$ cat src/pkg/idf_pkg.sv
// Package: field layouts, codes and structs for the instruction field decoder
package idf_pkg;

  localparam int WORD_W = 16;
  localparam int REG_W = 4;

  // Field positions of core formats
  localparam int RN_HI = 11;
  localparam int RN_LO = 8;
  localparam int RM_HI = 7;
  localparam int RM_LO = 4;

  // Transfer class prefixes in bits 15:10
  localparam logic [5:0] DOUBLE_PREFIX = 6'h3C;
  localparam logic [5:0] SINGLE_PREFIX = 6'h3D;

  // Pointer registers for transfers
  localparam logic [3:0] PTR_R2 = 4'h2;
  localparam logic [3:0] PTR_R3 = 4'h3;
  localparam logic [3:0] PTR_R4 = 4'h4;
  localparam logic [3:0] PTR_R5 = 4'h5;
  localparam logic [3:0] PTR_R6 = 4'h6;
  localparam logic [3:0] PTR_R7 = 4'h7;
  localparam logic [3:0] INDEX_XS = 4'h8;
  localparam logic [3:0] INDEX_Y = 4'h9;

  // Single-transfer data register codes
  localparam logic [3:0] DS_A1 = 4'h5;
  localparam logic [3:0] DS_A0 = 4'h7;
  localparam logic [3:0] DS_X0 = 4'h8;
  localparam logic [3:0] DS_Y1 = 4'hB;
  localparam logic [3:0] DS_M0 = 4'hC;
  localparam logic [3:0] DS_A1G = 4'hD;
  localparam logic [3:0] DS_M1 = 4'hE;
  localparam logic [3:0] DS_A0G = 4'hF;

  // Address step sizes in bytes
  localparam logic [2:0] STEP_WORD = 3'h2;
  localparam logic [2:0] STEP_LONG = 3'h4;

  // Pipeline latency from fetch to registered fields
  localparam int DECODE_LATENCY = 1;

  typedef enum logic [1:0] {
    DX_NOP,
    DX_INDIRECT,
    DX_INC,
    DX_INDEX
  } idf_dmode_e;

  typedef enum logic [1:0] {
    SX_PREDEC,
    SX_INDIRECT,
    SX_POSTINC,
    SX_INDEX
  } idf_smode_e;

  typedef struct packed {
    logic [3:0] rn;
    logic [3:0] rm;
    logic [3:0] disp4;
    logic [7:0] imm8;
    logic [11:0] disp12;
  } idf_core_s;

  typedef struct packed {
    logic valid;
    logic [3:0] x_pointer;
    logic [3:0] y_pointer;
    logic x_data_sel;
    logic y_data_sel;
    logic x_store;
    logic y_store;
    idf_dmode_e x_mode;
    idf_dmode_e y_mode;
  } idf_double_s;

  typedef struct packed {
    logic valid;
    logic long_size;
    logic store;
    logic [3:0] single_transfer_pointer;
    logic [3:0] single_transfer_data_reg;
    idf_smode_e mode;
    logic [2:0] step;
    logic illegal;
  } idf_single_s;

endpackage : idf_pkg

$ cat src/verilog/idf_dsp_xfer.sv
// DSP double and single data transfer field extraction
`timescale 1ns/100ps
module idf_dsp_xfer
  import idf_pkg::*;
(
  input wire logic [15:0] word,
  output idf_double_s dbl,
  output idf_single_s sgl
);

  wire is_double;
  wire is_single;
  wire [3:0] ds_code;
  wire ds_legal;
  logic [3:0] s_ptr;

  assign is_double = (word[15:10] == DOUBLE_PREFIX); // RQ9
  assign is_single = (word[15:10] == SINGLE_PREFIX); // RQ12
  assign ds_code = word[7:4];
  // Reserved codes 0-4 and 6 are refused
  assign ds_legal = (ds_code == DS_A1) || (ds_code >= DS_A0); // RQ13

  always_comb begin
    case (word[9:8])
      2'h0: s_ptr = PTR_R4;
      2'h1: s_ptr = PTR_R5;
      2'h2: s_ptr = PTR_R2;
      default: s_ptr = PTR_R3;
    endcase
  end

  assign dbl.valid = is_double; // RQ8
  assign dbl.x_pointer = word[9] ? PTR_R5 : PTR_R4; // RQ9
  assign dbl.y_pointer = word[8] ? PTR_R7 : PTR_R6; // RQ9
  assign dbl.x_data_sel = word[7]; // RQ10
  assign dbl.y_data_sel = word[6]; // RQ10
  assign dbl.x_store = word[5]; // RQ11
  assign dbl.y_store = word[4]; // RQ11
  assign dbl.x_mode = idf_dmode_e'(word[3:2]); // RQ11
  assign dbl.y_mode = idf_dmode_e'(word[1:0]); // RQ11

  assign sgl.valid = is_single; // RQ8
  assign sgl.long_size = word[1];
  assign sgl.store = word[0];
  assign sgl.single_transfer_pointer = s_ptr; // RQ12
  assign sgl.single_transfer_data_reg = ds_code; // RQ13
  assign sgl.mode = idf_smode_e'(word[3:2]); // RQ14
  assign sgl.step = word[1] ? STEP_LONG : STEP_WORD; // RQ14
  assign sgl.illegal = is_single && !ds_legal; // RQ15

endmodule : idf_dsp_xfer

$ cat src/verilog/idf_decoder.sv
// Instruction operand field decoder for core and DSP transfer words
//
// Behaviour
// RQ1 - Core words are 16 bits, 15..0; 4-bit fields name registers
// RQ2 - Immediate and displacement fields extracted separately from opcode bits
// RQ3 - Field meaning (addressing mode) is chosen by the opcode downstream
// RQ4 - Rn at 11:8, Rm at 7:4, 4-bit displacement at 3:0
// RQ5 - 8-bit disp/imm at 7:0, 12-bit disp at 11:0, Rn with 8-bit
// RQ6 - Far branch adds register 11:8 to PC, not a pointer
// RQ7 - Multiply-accumulate: both fields post-increment pointers, result to MAC
// RQ8 - DSP transfers recognised as 16-bit double or single forms
// RQ9 - Double: prefix 111100, bit 9 picks R4/R5, bit 8 R6/R7
// RQ10 - Double: bits 7/6 select input or accumulator data register
// RQ11 - Double: bits 5/4 direction, 3:2 and 1:0 addressing mode
// RQ12 - Single: prefix 111101, bits 9:8 pick R4, R5, R2, R3
// RQ13 - Single: bits 7:4 pick DSP register; other codes reserved
// RQ14 - Single: bits 3:2 addressing; step 2 for word, 4 long
// RQ15 - Fields combinational from fetch, registered; reserved codes flagged
`timescale 1ns/100ps
module idf_decoder
  import idf_pkg::*;
(
  input wire logic core_clk,
  input wire logic reset,
  input wire logic fetch_valid,
  input wire logic [15:0] fetch_word,
  input wire logic is_far_branch,
  input wire logic is_mac,
  input wire logic [31:0] pc,
  input wire logic [31:0] rn_value,
  output idf_core_s core_f,
  output idf_double_s double_f,
  output idf_single_s single_f,
  output logic [31:0] far_target,
  output logic rn_is_pointer,
  output logic rm_is_pointer,
  output logic rn_post_inc,
  output logic rm_post_inc,
  output logic dest_is_mac,
  output logic illegal,
  output logic out_valid
);

  // ----------------------------------------------------------------
  // Combinational extraction
  // ----------------------------------------------------------------
  idf_core_s core_d;
  idf_double_s dbl_d;
  idf_single_s sgl_d;

  assign core_d.rn = fetch_word[RN_HI:RN_LO]; // RQ1 RQ4
  assign core_d.rm = fetch_word[RM_HI:RM_LO]; // RQ4
  assign core_d.disp4 = fetch_word[3:0]; // RQ2 RQ4
  assign core_d.imm8 = fetch_word[7:0]; // RQ5
  assign core_d.disp12 = fetch_word[11:0]; // RQ5

  idf_dsp_xfer u_xfer (
    .word(fetch_word),
    .dbl(dbl_d),
    .sgl(sgl_d)
  );

  // Opcode-driven interpretation happens in execute; only role hints here
  wire mac_d = is_mac && !sgl_d.valid && !dbl_d.valid; // RQ3 RQ7
  wire far_d = is_far_branch && !sgl_d.valid && !dbl_d.valid; // RQ6

  // ----------------------------------------------------------------
  // Output registers
  // ----------------------------------------------------------------
  idf_core_s core_q;
  idf_double_s dbl_q;
  idf_single_s sgl_q;
  logic mac_q;
  logic far_q;
  logic illegal_q;
  logic valid_q;
  logic [31:0] target_q;

  always_ff @(posedge core_clk) begin
    if (reset) begin
      core_q <= '0;
      dbl_q <= '0;
      sgl_q <= '0;
      mac_q <= 1'b0;
      far_q <= 1'b0;
      illegal_q <= 1'b0;
      valid_q <= 1'b0;
      target_q <= '0;
    end else begin
      core_q <= core_d; // RQ15
      dbl_q <= fetch_valid ? dbl_d : '0;
      sgl_q <= fetch_valid ? sgl_d : '0;
      mac_q <= fetch_valid && mac_d;
      far_q <= fetch_valid && far_d;
      illegal_q <= fetch_valid && sgl_d.illegal; // RQ15
      valid_q <= fetch_valid;
      target_q <= pc + rn_value; // RQ6
    end
  end

  assign core_f = core_q;
  assign double_f = dbl_q;
  assign single_f = sgl_q;
  assign far_target = target_q;
  // Far branch register is never a pointer, even if both hints are raised; rn_post_inc still follows mac_q
  assign rn_is_pointer = mac_q && !far_q; // RQ6 RQ7
  assign rm_is_pointer = mac_q; // RQ7
  assign rn_post_inc = mac_q; // RQ7
  assign rm_post_inc = mac_q; // RQ7
  assign dest_is_mac = mac_q; // RQ7
  assign illegal = illegal_q;
  assign out_valid = valid_q;

  // ----------------------------------------------------------------
  // Checks
  // ----------------------------------------------------------------
  property p_rn_field;
    @(posedge core_clk) disable iff (reset)
      1'b1 |=> core_f.rn == $past(fetch_word[11:8]);
  endproperty
  a_rn_field: assert property (p_rn_field) // RQ4
    else $error("rn field wrong");

  property p_fields;
    @(posedge core_clk) disable iff (reset)
      1'b1 |=> core_f.rm == $past(fetch_word[7:4])
        && core_f.disp4 == $past(fetch_word[3:0])
        && core_f.disp12 == $past(fetch_word[11:0]);
  endproperty
  a_fields: assert property (p_fields) // RQ5
    else $error("displacement fields wrong");

  property p_far;
    @(posedge core_clk) disable iff (reset)
      1'b1 |=> far_target == $past(pc) + $past(rn_value);
  endproperty
  a_far: assert property (p_far) // RQ6
    else $error("far target wrong");

  property p_mac;
    @(posedge core_clk) disable iff (reset)
      fetch_valid && is_mac && fetch_word[15:11] != 5'h1E
        |=> dest_is_mac && rn_post_inc && rm_post_inc;
  endproperty
  a_mac: assert property (p_mac) // RQ7
    else $error("mac roles wrong");

  property p_dbl_ptr;
    @(posedge core_clk) disable iff (reset)
      fetch_valid && fetch_word[15:10] == 6'h3C |=> double_f.valid
        && double_f.x_pointer == ($past(fetch_word[9]) ? 4'h5 : 4'h4)
        && double_f.y_pointer == ($past(fetch_word[8]) ? 4'h7 : 4'h6);
  endproperty
  a_dbl_ptr: assert property (p_dbl_ptr) // RQ9
    else $error("double pointer wrong");

  property p_dbl_mode;
    @(posedge core_clk) disable iff (reset)
      fetch_valid && fetch_word[15:10] == 6'h3C |=>
        double_f.x_store == $past(fetch_word[5])
        && double_f.y_mode == $past(fetch_word[1:0])
        && double_f.x_data_sel == $past(fetch_word[7]);
  endproperty
  a_dbl_mode: assert property (p_dbl_mode) // RQ11
    else $error("double mode wrong");

  property p_sgl_ptr;
    @(posedge core_clk) disable iff (reset)
      fetch_valid && fetch_word[15:8] == 8'hF6 |=>
        single_f.valid && single_f.single_transfer_pointer == 4'h2;
  endproperty
  a_sgl_ptr: assert property (p_sgl_ptr) // RQ12
    else $error("single pointer wrong");

  property p_sgl_illegal;
    @(posedge core_clk) disable iff (reset)
      fetch_valid && fetch_word[15:10] == 6'h3D
        && fetch_word[7:4] == 4'h6 |=> illegal && single_f.illegal;
  endproperty
  a_sgl_illegal: assert property (p_sgl_illegal) // RQ15
    else $error("reserved code not flagged");

  property p_step;
    @(posedge core_clk) disable iff (reset)
      fetch_valid && fetch_word[15:10] == 6'h3D |=>
        single_f.step == ($past(fetch_word[1]) ? 3'h4 : 3'h2);
  endproperty
  a_step: assert property (p_step) // RQ14
    else $error("step size wrong");

  property p_far_ptr;
    @(posedge core_clk) disable iff (reset)
      fetch_valid && is_far_branch |=> !rn_is_pointer;
  endproperty
  a_far_ptr: assert property (p_far_ptr) // RQ6
    else $error("far branch register marked as pointer");

  property p_dbl_data;
    @(posedge core_clk) disable iff (reset)
      fetch_valid && fetch_word[15:10] == 6'h3C |=>
        double_f.y_data_sel == $past(fetch_word[6])
        && double_f.y_store == $past(fetch_word[4])
        && double_f.x_mode == $past(fetch_word[3:2]);
  endproperty
  a_dbl_data: assert property (p_dbl_data) // RQ10
    else $error("double data select wrong");

  property p_sgl_fields;
    @(posedge core_clk) disable iff (reset)
      fetch_valid && fetch_word[15:10] == 6'h3D |=>
        single_f.single_transfer_data_reg == $past(fetch_word[7:4])
        && single_f.mode == $past(fetch_word[3:2])
        && single_f.store == $past(fetch_word[0])
        && single_f.long_size == $past(fetch_word[1]);
  endproperty
  a_sgl_fields: assert property (p_sgl_fields) // RQ13
    else $error("single fields wrong");

  property p_idle;
    @(posedge core_clk) disable iff (reset)
      !fetch_valid |=> !out_valid && !double_f.valid && !single_f.valid
        && !illegal && !dest_is_mac;
  endproperty
  a_idle: assert property (p_idle) // RQ15
    else $error("outputs active without fetch");

  c_double: cover property (@(posedge core_clk) double_f.valid);
  c_single: cover property (@(posedge core_clk) single_f.valid);
  c_illegal: cover property (@(posedge core_clk) illegal);
  c_mac: cover property (@(posedge core_clk) dest_is_mac);
  c_idle: cover property (@(posedge core_clk) out_valid ##1 !out_valid);

endmodule : idf_decoder

$ cat config.mk
export PLATFORM = sky130hd
export DESIGN_NAME = idf_decoder
export DESIGN_NICKNAME = d
export VERILOG_FILES = /design/src/pkg/idf_pkg.sv /design/src/verilog/idf_dsp_xfer.sv /design/src/verilog/idf_decoder.sv
export SDC_FILE = /design/constraint.sdc
export NUM_CORES = 1
export LEC_CHECK = 0
export ABC_AREA = 1
export BUFFER_PORTS_ARGS = -buffer_cell sky130_fd_sc_hd__buf_2
export CORE_MARGIN = 2
export CORE_UTILIZATION = 40
export DETAILED_ROUTE_END_ITERATION = 6
export PLACE_DENSITY = 0.79
export SYNTH_ARGS = -nofsm -noshare
export SYNTH_HDL_FRONTEND = slang
export SYNTH_HIERARCHICAL = 1
export SYNTH_SLANG_ARGS = --single-unit
$ cat constraint.sdc
create_clock -name core_clk -period 1.8 [get_ports core_clk]
set_input_delay 0.36 -clock core_clk [delete_from_list [all_inputs] [get_ports core_clk]]
set_output_delay 0.36 -clock core_clk [all_outputs]
set_load 0.03 [all_outputs]
==> results list, run 1 <==
- Run status: finished clean
- Net load switching power: 1.85 mW
- Number of different library cells in the post-synthesis netlist: 29
- Worst voltage drop across the vdd grid: 0.391 mV
- The analysis attributes to cell leakage a power of 4.01 nW.
* Switching part of the total: 33.8%
- The largest total area in the synthesized netlist belongs to sky130_fd_sc_hd__dfxtp_1.
* Area added between synthesis and finish: 26.4%
- In this run the power density over the cells is 850 mW/mm2.
* Largest net degree at the start of global routing: 29
* Final-stage net count: 1099
- Sorting the synthesized cells by area gives the leading types as sky130_fd_sc_hd__dfxtp_1 (32%), sky130_fd_sc_hd__nand2_1 (16%), sky130_fd_sc_hd__inv_1 (12%).
- Crit path cell chain: buf_2 -> ha_1 -> fa_2 -> nand3_1 -> nand3_1 -> nand2_1 -> nand2_1 -> nand3_1 -> nand3_1 -> nand2_1 -> inv_1 -> nor2_1
* Worst setup SP type: input port
* Maximum clock path buffer count: 2
* Site Rows: 41
* Initial antenna violation count: 0
- Initial standard-cell utilization of the core: 40.7%
* Sequential cell area fraction in the yosys report: 32.2%
- Measured along the x axis, the die boundary spans 117 um.
- For the worst setup path, the data required time is 2.07 ns.
* Class of the worst hold path: in2reg
- Worst stage delay on the critical path: 0.39 ns
- In the global route stage, overall resource usage came out at 18.7%.
- Largest fanout of any net on the critical path: 4
- Final core occ: 51.5%
- Final-report hold violation count: 0
- The first global-routing pass estimated 20200 um of wire.
- In this run the worst setup path terminates at far_target[24]$_SDFF_PP0_.
* RSZ-0062 raised after global routing: no
* Average detailed-routed wire length per instance: 10.9 um
* Final worst-path cycle share: 89.1%
- Reg clk slew, reported paths: 0.06 ns
* H-tree lvl count: 3
- Int Pwr: 3.63 mW
* Number of buffers created by CTS: 9
* Final WL: 12700 um
* Number of DRC violations after detailed-routing iteration 0: 260
- I/O pin count: 190
- Die area: 0.0137 mm2
* Number of sinks driven by the clock tree: 82
- The repair_antennas step left the layout with diodes totalling 0.
* Die Span Y: 117 um
* Max stage delay cell, worst path: sky130_fd_sc_hd__fa_2
- Worst slack after detailed placement: -0.218 ns
- TritonCTS built the clock tree.
- TritonRoute pass-1 iters: 5
* Maximum Capacitance Violations: 0
- Post-route DRC: 0
- Flop and latch count out of synthesis: 82
* Warnings from Yosys: 6
- Fillers: 1295
* Worst Hold Path Cells: 3
- The top cell type by area accounts for 32.2% of the synthesized area.
- FMAX: 624 MHz
- Layout cells sized above 1: 28.1%
- In the post-route analysis, the smallest setup slack over all paths is 0.196 ns.
- Synthesis produced 800 cells.
- Most Frequent Cell on Critical Path: sky130_fd_sc_hd__nand3_1
* Kind of end point of the critical path: flop
- Area of the mapped netlist: 0.00510 mm2
- CTS root buf: sky130_fd_sc_hd__clkbuf_16
* Synthesized area divided by synthesized cell count: 6.37 um2
- Via Count: 5092
- On the final layout, the worst hold slack is 0.252 ns.
- Minimum period implied by the final worst setup slack: 1.60 ns
- At the end of routability-driven placement, the weighted congestion stood at 0.891.
- The worst setup path is of the in2reg kind.
- The count of nets left with antenna violations once routing finished came out at 0.
* Share of total power in sequential cells: 36.2%
- Arrival time of data at the critical path endpoint: 1.88 ns
- # port buffers: 189
- Share of power burned in the clock network: 35.1%
* Final Max Tran Viols: 0
- The most critical setup path has its startpoint at pc[0].
* Core area: 0.0125 mm2
* HPWL after detailed placement: 10500 um
* Combinational cell fraction of total power: 28.7%
- Dividing the detail-routed via count by the number of cells gives 4.39.
* Vias in the first global route: 4529
* Final setup viols: 0
* Remaining global-route overflow: 0
-- power by group through the flow --
stage	clock (mW)	sequential (mW)	combinational, mW
floorplan	0	2.29	0.833
global placement	0	2.03	1.54
detailed placement	0	2.03	1.57
CTS	1.98	1.99	1.57
global route	2.08	2.00	1.75
finish	1.92	1.98	1.57
-- flip-flops by register name, summed over array words and instances, names as in the netlist --
signal       cells
illegal          1
core_f          12
out_valid        1
far_target      32
far_q            1
double_f        17
single_f        17
dest_is_mac      1
-- worst max-delay path, delay by kind of cell --
family	cells	cell delay, ns
fa+ha+maj	2	0.60
buf+inv	2	0.13
simple gates	8	0.78
-- kinds of logic after synthesis --
kind of cell / after synthesis / share of synthesized area (%)
simple gates: 398 / 32.6
buf+inv: 227 / 20.8
flops: 82 / 32.2
compound gates: 57 / 6.01
fa+ha+maj: 32 / 8.00
xor+xnor: 2 / 0.344
other cells: 2 / 0.147
-- cell usage in the layout, fill, tap and decap left out, drive strengths merged --
| cell | n |
|---|---|
| nand2 | 234 |
| buf | 228 |
| inv | 166 |
| nor2 | 116 |
| dfxtp | 82 |
| a21oi | 40 |
| ha | 31 |
| nand3 | 30 |
| o21ai | 10 |
| clkbuf | 10 |
| nor3 | 9 |
| conb | 8 |
| o21bai | 4 |
| nand4 | 4 |
| and2 | 4 |
| xnor2 | 2 |
| a21o | 2 |
| clkinv | 2 |
| or2 | 1 |
| o21a | 1 |
| fa | 1 |
| clkinvlp | 1 |
| bufinv | 1 |
-- stage by stage --
| stage | power [mW] | instance area [um2] | cells | TNS, ns |
|---|---|---|---|---|
| global placement | 3.57 | 6130 | 1143 | -1.05 |
| detailed placement | 3.59 | 6130 | 1143 | -1.75 |
| global route | 5.83 | 6450 | 1159 | 0 |
| CTS | 5.54 | 6440 | 1159 | 0 |
| finish | 5.48 | 6450 | 1159 | 0 |
| floorplan | 3.12 | 5120 | 806 | 0 |
-- final cells by class --
cell class | count | area, um2 | area share [%]
Clock buffer | 10 | 239 | 3.71
Tap cell | 172 | 215 | 3.34
Inverter | 164 | 616 | 9.55
Multi-Input combinational cell | 497 | 2420 | 37.6
Sequential cell | 82 | 1640 | 25.5
Timing Repair Buffer | 228 | 1240 | 19.2
Clock inverter | 6 | 72.6 | 1.13
-- worst min path at each step --
stage                    from               endpoint  slack (ns)
3_3_place_gp   fetch_word[10]  core_f[30]$_SDFF_PP0_        0.59
4_1_cts        fetch_word[11]  core_f[31]$_SDFF_PP0_        0.24
3_5_place_dp    fetch_word[0]  core_f[20]$_SDFF_PP0_        0.60
6_report       fetch_word[10]  core_f[30]$_SDFF_PP0_        0.25
5_1_grt        fetch_word[10]  core_f[30]$_SDFF_PP0_        0.25
2_1_floorplan   fetch_word[3]  core_f[15]$_SDFF_PP0_        0.47
-- synthesized netlist by cell type --
library cell	number
sky130_fd_sc_hd__a21o_1	2
sky130_fd_sc_hd__a21oi_1	39
sky130_fd_sc_hd__a21oi_2	1
sky130_fd_sc_hd__and2_1	4
sky130_fd_sc_hd__buf_1	1
sky130_fd_sc_hd__buf_2	3
sky130_fd_sc_hd__buf_4	52
sky130_fd_sc_hd__buf_6	1
sky130_fd_sc_hd__clkbuf_1	6
sky130_fd_sc_hd__conb_1	2
sky130_fd_sc_hd__dfxtp_1	82
sky130_fd_sc_hd__fa_1	1
sky130_fd_sc_hd__ha_1	31
sky130_fd_sc_hd__inv_1	161
sky130_fd_sc_hd__inv_2	3
sky130_fd_sc_hd__nand2_1	221
sky130_fd_sc_hd__nand2_2	13
sky130_fd_sc_hd__nand3_1	25
sky130_fd_sc_hd__nand3_2	5
sky130_fd_sc_hd__nand4_1	4
sky130_fd_sc_hd__nor2_1	112
sky130_fd_sc_hd__nor2_2	4
sky130_fd_sc_hd__nor3_1	4
sky130_fd_sc_hd__nor3_2	5
sky130_fd_sc_hd__o21a_1	1
sky130_fd_sc_hd__o21ai_0	10
sky130_fd_sc_hd__o21bai_1	4
sky130_fd_sc_hd__or2_4	1
sky130_fd_sc_hd__xnor2_1	2
-- layer usage --
layer	vias to the layer above	global-route usage, %	part of all wire, %
met4	0	6.98	1.9
met2	182	34.6	49
met1	2198	21.7	43
met3	18	2.94	6.6
li1	2694	-	-
met5	-	0	0
-- repair_timing --
action,in CTS,in global routing
endpoints found under the setup margin,0,3
hold buffers,0,0
gates resized for setup,0,1
buffers inserted,0,0
(Power assumes the default switching activity.)
==> inputs of run 2 (changes only) <==
--- a/config.mk
+++ b/config.mk
@@ -7,7 +7,7 @@
 export LEC_CHECK = 0
 export ABC_AREA = 1
 export BUFFER_PORTS_ARGS = -buffer_cell sky130_fd_sc_hd__buf_2
-export CORE_MARGIN = 2
+export CORE_MARGIN = 8
 export CORE_UTILIZATION = 40
 export DETAILED_ROUTE_END_ITERATION = 6
 export PLACE_DENSITY = 0.79
==> run 2 against run 1 <==
Global-route usage decreased by 2.3 points. Core utilization shrank 0.11 points. Clock-buffer cell count shrank 1.
==> results list, run 2 (synthesized netlist as in run 1, its figures left out) <==
* Sum of negative setup slack: 0 ns (unchanged)
* H-tree lvl count: 3 (unchanged)
- The data arrival at the endpoint of the critical path is 1.86 ns (-0.02 ns).
- Initial antenna violation count: 0 (unchanged)
- TritonCTS clock tree: done
* CTS root buf: sky130_fd_sc_hd__clkbuf_16
- Class of the worst hold path: in2reg
* Largest register FFs: 32 (unchanged)
- Switching part of the total: 33.0% (-0.81 points)
- The part of the cycle the worst path needs is 90.6% (+1.5 points).
- Most frequent cells in the layout: sky130_fd_sc_hd__nand2_1 (221), sky130_fd_sc_hd__buf_2 (189), sky130_fd_sc_hd__inv_1 (161), sky130_fd_sc_hd__nor2_1 (112), sky130_fd_sc_hd__dfxtp_1 (82)
- The via count of the routed design was 5017 (-1.5%).
* Final WL: 13600 um (+7.5%)
* Share of power burned in the clock network: 35.8% (+0.7 points)
- The setup slack at placement was -0.268 ns (-0.0498 ns).
- The total count of max-transition violations in the final report came to 0 (unchanged).
* Largest net degree at the start of global routing: 35 (+21%)
* Layout cells sized above 1: 27.9% (-0.19 points)
- The number of global-route vias before repair came to 4805 (+6.1%).
- The number of nets in the final layout came to 1096 (-0.27%).
- Average detailed-routed wire length per instance: 11.8 um (+7.8%)
- Worst voltage drop across the vdd grid: 0.506 mV (+29%)
* Pwr Density: 860 mW/mm2 (+1.2%)
* First-pass GRT wire length: 22000 um (+9.1%)
* Core area: 0.0125 mm2 (unchanged)
- The vertical die dimension came to 129 um (+10%).
- I/O pin count: 190 (unchanged)
- # port buffers: 189 (unchanged)
- Post-CTS Setup Bufs: 0 (unchanged)
- The max-cap check violation count is 0 (unchanged).
* Combinational cell fraction of total power: 28.3% (-0.4 points)
* Site Rows: 41 (unchanged)
- Worst setup SP type: input port
- The antenna cell count came to 0 (unchanged).
* Fillers: 1260 (-2.7%)
- Reg clk slew, reported paths: 0.07 ns (about the same)
- The critical path in this run is classified as in2reg.
* Die area: 0.0166 mm2 (+22%)
* Post-layout worst setup margin: 0.169 ns (-0.0277 ns)
* Routability cong.: 0.904 (+1.5%)
- Number of buffers created by CTS: 9 (unchanged)
* Int Pwr: 3.71 mW (+2.3%)
- The upper clock frequency limit is 613 MHz (-1.7%).
- Share of total power in sequential cells: 35.9% (-0.3 points)
* Kind of end point of the critical path: flop
* Initial standard-cell utilization of the core: 40.7% (unchanged)
* Net load switching power: 1.83 mW (-1.4%)
- The sink count of the clock tree was 82 (unchanged).
- Critical path required time: 2.03 ns (-0.04 ns)
* Number of hold buffers added after cts: 0 (unchanged)
- Area added between synthesis and finish: 26.2%
* TritonRoute pass-1 iters: 4 (-1)
* Horiz. Die Dim: 129 um (+10%)
* Run status: finished clean
- The global route total overflow was 0 (unchanged).
- The number of endpoints with negative hold slack in the final report is 0 (unchanged).
- Post-route DRC: 0 (unchanged)
* Multi-input logic area: 0.00243 mm2 (+0.15%)
- RSZ-0062 raised after global routing: no
- Leakage power figure: 4.00 nW (-0.21%)
* Largest fanout of any net on the critical path: 4 (unchanged)
- Post-detailed-route via-to-cell ratio: 4.34 (-1.1%)
- Seq. cell area: 0.00164 mm2 (unchanged)
* Minimum period implied by the final worst setup slack: 1.63 ns (+0.0277 ns)
- Final setup viols: 0 (unchanged)
- Routed Antenna Nets: 0 (unchanged)
- Number of DRC violations after detailed-routing iteration 0: 238 (-8.5%)
* HPWL after detailed placement: 11400 um (+8.9%)
- Maximum clock path buffer count: 2 (unchanged)
- The total global routing track utilization is 16.4% (-2.3 points).
- Leaving out fill and tap cells, the most frequent cell in the layout is sky130_fd_sc_hd__nand2_1.
## run 2: changes by cell type in the layout (fill, tap and decap cells not counted)
cell,previous run,this run
sky130_fd_sc_hd__a21oi_1,39,38
sky130_fd_sc_hd__a21oi_2,1,2
sky130_fd_sc_hd__buf_4,39,36
sky130_fd_sc_hd__bufinv_16,1,2
sky130_fd_sc_hd__clkbuf_8,1,0
sky130_fd_sc_hd__clkinv_2,0,1
sky130_fd_sc_hd__clkinvlp_4,1,0
sky130_fd_sc_hd__inv_6,2,1
## run 2: through the flow
| stage | cells | area (um2) | hold WS (ns) | utilization [%] | power, mW |
|---|---|---|---|---|---|
| 2_1_floorplan | 806 | 5120 | 0.467 | - | 3.12 |
| 3_3_place_gp | 1140 | 6110 | 0.593 | 48.8 | 3.57 |
| 3_5_place_dp | 1140 | 6110 | 0.597 | 48.8 | 3.59 |
| 4_1_cts | 1155 | 6430 | 0.246 | 51.3 | 5.58 |
| 5_1_grt | 1155 | 6430 | 0.248 | 51.4 | 5.86 |
| 6_report | 1155 | 6430 | 0.260 | 51.4 | 5.53 |
## run 2: timing repair
item                                    in CTS  in global routing
gates resized for setup                      0                  2
endpoints found under the setup margin       0                  4
hold endpoints to repair                     0                  0
## run 2: area by class of cell
cell class                      instances  share of cell area [%]
Multi-Input combinational cell        497                    37.7
Sequential cell                        82                    25.5
Timing Repair Buffer                  225                    18.9
Inverter                              164                    9.57
Clock buffer                            9                    3.50
Tap cell                              172                    3.34
Clock inverter                          6                    1.42
## run 2: final timing paths
kind            from                   endpoint  slack (ns)  cells past startpoint
min   fetch_word[10]      core_f[30]$_SDFF_PP0_        0.26                      3
max            pc[0]  far_target[16]$_SDFF_PP0_        0.17                     11
## run 2: routing by layer
| metal | wire length [um] | track usage (%) | share of wire, % |
|---|---|---|---|
| met5 | 0 | 0 | 0 |
| met2 | 6550 | 29.9 | 48 |
| met3 | 1220 | 3.93 | 9.0 |
| met4 | 173 | 5.60 | 1.3 |
| met1 | 5670 | 18.2 | 42 |
## run 2: worst max-delay path, cell delays in order
cell and delay (ns):
sky130_fd_sc_hd__buf_2 0.10, sky130_fd_sc_hd__ha_1 0.22, sky130_fd_sc_hd__fa_2 0.40, sky130_fd_sc_hd__nand3_1 0.11
sky130_fd_sc_hd__nand3_1 0.13, sky130_fd_sc_hd__nand2_1 0.09, sky130_fd_sc_hd__nand2_1 0.11, sky130_fd_sc_hd__a21oi_2 0.18
sky130_fd_sc_hd__nand2_1 0.06, sky130_fd_sc_hd__nand2_1 0.06, sky130_fd_sc_hd__nor2_1 0.04
## run 2: power groups by stage
stage | Sequential, mW | Combinational, mW | Clock, mW
6_report | 1.99 | 1.57 | 1.98
5_1_grt | 2.00 | 1.75 | 2.11
4_1_cts | 1.99 | 1.58 | 2.02
3_5_place_dp | 2.03 | 1.57 | 0
3_3_place_gp | 2.03 | 1.55 | 0
2_1_floorplan | 2.29 | 0.833 | 0
==> inputs of run 3 (changes only) <==
==> constraint.sdc (replaced) <==
create_clock -name core_clk -period 1.8 [get_ports core_clk]
set_input_delay 0.09 -clock core_clk [delete_from_list [all_inputs] [get_ports core_clk]]
set_output_delay 0.09 -clock core_clk [all_outputs]
set_load 0.03 [all_outputs]
==> run 3 against run 2 <==
Critical path depth did not move. Total power down 4.9%. Die area did not move. Via count down 0.92%. Combinational power shrank 4%. Non-clock buffer count down 18. Cell area fell by 2.2%. First-iteration DRC count up 6.3%. Clock-buffer cell count is 1 higher. Critical path type unchanged.
==> results list, run 3 (synthesized netlist as in run 1, its figures left out) <==
- Worst setup SP type: input port
- HPWL after detailed placement: 11100 um (-2.3%)
- Number of buffers created by CTS: 9 (unchanged)
* Initial standard-cell utilization of the core: 40.7% (unchanged)
* Int Pwr: 3.42 mW (-7.8%)
- The power density over the cells was 836 mW/mm2 (-2.8%).
* Layout cells sized above 1: 25.1% (-2.8 points)
* Overall global routing resource usage: 16.6% (+0.22 points)
- The tightest min-delay check is of the in2reg type.
* Share of total power in sequential cells: 37.8% (+1.9 points)
* Die Span Y: 129 um (unchanged)
* Number of sinks driven by the clock tree: 82 (unchanged)
* First-pass GRT wire length: 22200 um (+0.88%)
- The largest fanout on the critical path is 4 (unchanged).
- The max-cap check violation count came to 0 (unchanged).
- The part of the cycle the worst path needs came to 80.5% (-10 points).
* Worst voltage drop across the vdd grid: 0.379 mV (-25%)
* Combinational cell fraction of total power: 28.5% (+0.2 points)
* Run status: finished clean
* Via Count: 4971 (-0.92%)
- Site Rows: 41 (unchanged)
* Critical path required time: 2.03 ns (about the same)
- TritonCTS clock tree: done
- TritonRoute pass-1 iters: 5 (+1)
* I/O pin count: 190 (unchanged)
- Post-cts repair resize count: 0 (unchanged)
- Final setup viols: 0 (unchanged)
* Net load switching power: 1.84 mW (+0.87%)
* Leakage power figure: 3.89 nW (-2.7%)
* Core area: 0.0125 mm2 (unchanged)
- The global route total overflow was 0 (unchanged).
* Initial antenna violation count: 0 (unchanged)
- Setup repair after global routing left no endpoint under its margin.
* Die area: 0.0166 mm2 (unchanged)
- Most common library cell in the layout ignoring fill and taps: sky130_fd_sc_hd__nand2_1
- The number of global-route vias before repair was 4874 (+1.4%).
* Share of power burned in the clock network: 33.7% (-2.1 points)
- The number of flip-flops in the largest register was 32 (unchanged).
- The final routed wire length divided by cell count was 12.2 um (+3.4%).
* Fillers: 1280 (+1.6%)
- FMAX: 690 MHz (+13%)
- The share of the core filled with cells was 50.3% (-1.1 points).
- Arrival time of data at the critical path endpoint: 1.68 ns (-0.18 ns)
- The total wire length after detailed routing is 13900 um (+1.9%).
- The antenna cell count came to 0 (unchanged).
* Maximum clock path buffer count: 2 (unchanged)
- Final-stage net count: 1078 (-1.6%)
- The number of nets with antenna violations after routing came to 0 (unchanged).
- The total count of max-transition violations in the final report was 0 (unchanged).
- Number of DRC violations after detailed-routing iteration 0: 253 (+6.3%)
* Critical path origin: pc[0]
- The library cells used most frequently in the layout, excluding fill and tap cells, are sky130_fd_sc_hd__nand2_1 (221), sky130_fd_sc_hd__buf_2 (189), sky130_fd_sc_hd__inv_1 (161), sky130_fd_sc_hd__nor2_1 (112), sky130_fd_sc_hd__dfxtp_1 (82).
* Largest net degree at the start of global routing: 35 (unchanged)
- # port buffers: 189 (unchanged)
* Area added between synthesis and finish: 23.4%
- The average via count per standard cell came to 4.37 (+0.56%).
* Reg clk slew, reported paths: 0.07 ns (about the same)
- The clock period minus worst slack is 1.45 ns (-0.182 ns).
- H-tree lvl count: 3 (unchanged)
* Kind of critical path: in2reg
- Kind of end point of the critical path: flop
- CTS root buf: sky130_fd_sc_hd__clkbuf_16
- Routability cong.: 0.890 (-1.6%)
- The post-route DRC violation count came to 0 (unchanged).
- The width of the die came to 129 um (unchanged).
* Critical path endpoint: far_target[16]$_SDFF_PP0_
- The number of endpoints with negative hold slack in the final report came to 0 (unchanged).
- Switching part of the total: 35.0% (+2.0 points)
- Sum of negative setup slack: 0 ns (unchanged)
[run 3: area by class of cell]
cell class / instances / area [um2] / share of cell area, %
clock buffer: 10 / 239 / 3.80
clock inverter: 6 / 47.5 / 0.755
inverter: 164 / 616 / 9.78
multi-input combinational: 497 / 2420 / 38.5
sequential: 82 / 1640 / 26.1
tap: 172 / 215 / 3.42
timing repair buffer: 207 / 1110 / 17.7
[run 3: worst max-delay path: stages]
cell and delay (ns):
sky130_fd_sc_hd__buf_2 0.10, sky130_fd_sc_hd__ha_1 0.22, sky130_fd_sc_hd__fa_1 0.47, sky130_fd_sc_hd__nand3_1 0.12, sky130_fd_sc_hd__nand3_1 0.12, sky130_fd_sc_hd__nand2_1 0.08
sky130_fd_sc_hd__nand2_1 0.11, sky130_fd_sc_hd__a21oi_1 0.19, sky130_fd_sc_hd__nand2_1 0.07, sky130_fd_sc_hd__nand2_1 0.07, sky130_fd_sc_hd__nor2_1 0.04
[run 3: stage by stage]
| stage | hold slack (ns) | worst slack [ns] | area [um2] | std cells | total power, mW |
|---|---|---|---|---|---|
| after floorplan | 0.197 | 0.303 | 5120 | 806 | 3.12 |
| after global placement | 0.322 | 0.103 | 5880 | 1109 | 3.48 |
| after detailed placement | 0.326 | 0.0275 | 5880 | 1109 | 3.50 |
| after CTS | 0.0169 | 0.389 | 6290 | 1138 | 5.31 |
| after global routing | 0.0310 | 0.0986 | 6290 | 1138 | 5.56 |
| final | 0.0274 | 0.351 | 6290 | 1138 | 5.26 |
[run 3: power by group through the flow]
| stage | sequential (mW) | clock [mW] | combinational, mW |
|---|---|---|---|
| after floorplan | 2.29 | 0 | 0.833 |
| after global placement | 2.03 | 0 | 1.45 |
| after detailed placement | 2.03 | 0 | 1.47 |
| after CTS | 1.99 | 1.82 | 1.50 |
| after global routing | 2.00 | 1.89 | 1.67 |
| final | 1.99 | 1.78 | 1.50 |
[run 3: how the worst min path moves through the flow]
| stage | from | end | depth (start not counted) |
|---|---|---|---|
| floorplan | fetch_word[3] | core_f[15]$_SDFF_PP0_ | 2 |
| global placement | fetch_word[10] | core_f[30]$_SDFF_PP0_ | 3 |
| detailed placement | fetch_word[10] | core_f[30]$_SDFF_PP0_ | 3 |
| CTS | fetch_word[6] | core_f[26]$_SDFF_PP0_ | 3 |
| global route | fetch_word[6] | double_f[6]$_SDFF_PP0_ | 3 |
| finish | fetch_word[6] | core_f[26]$_SDFF_PP0_ | 3 |
[run 3: metal layers]
metal | wire [um] | global-route usage, %
met5 | 0 | 0
met2 | 6700 | 30.2
met1 | 5770 | 18.6
met3 | 1200 | 3.23
met4 | 214 | 6.70
[run 3: what timing repair did]
item                                   in CTS  in global routing
hold buffers                               13                  0
setup buffers                               0                  0
setup endpoints to repair                   0                  0
endpoints found under the hold margin      23                  0
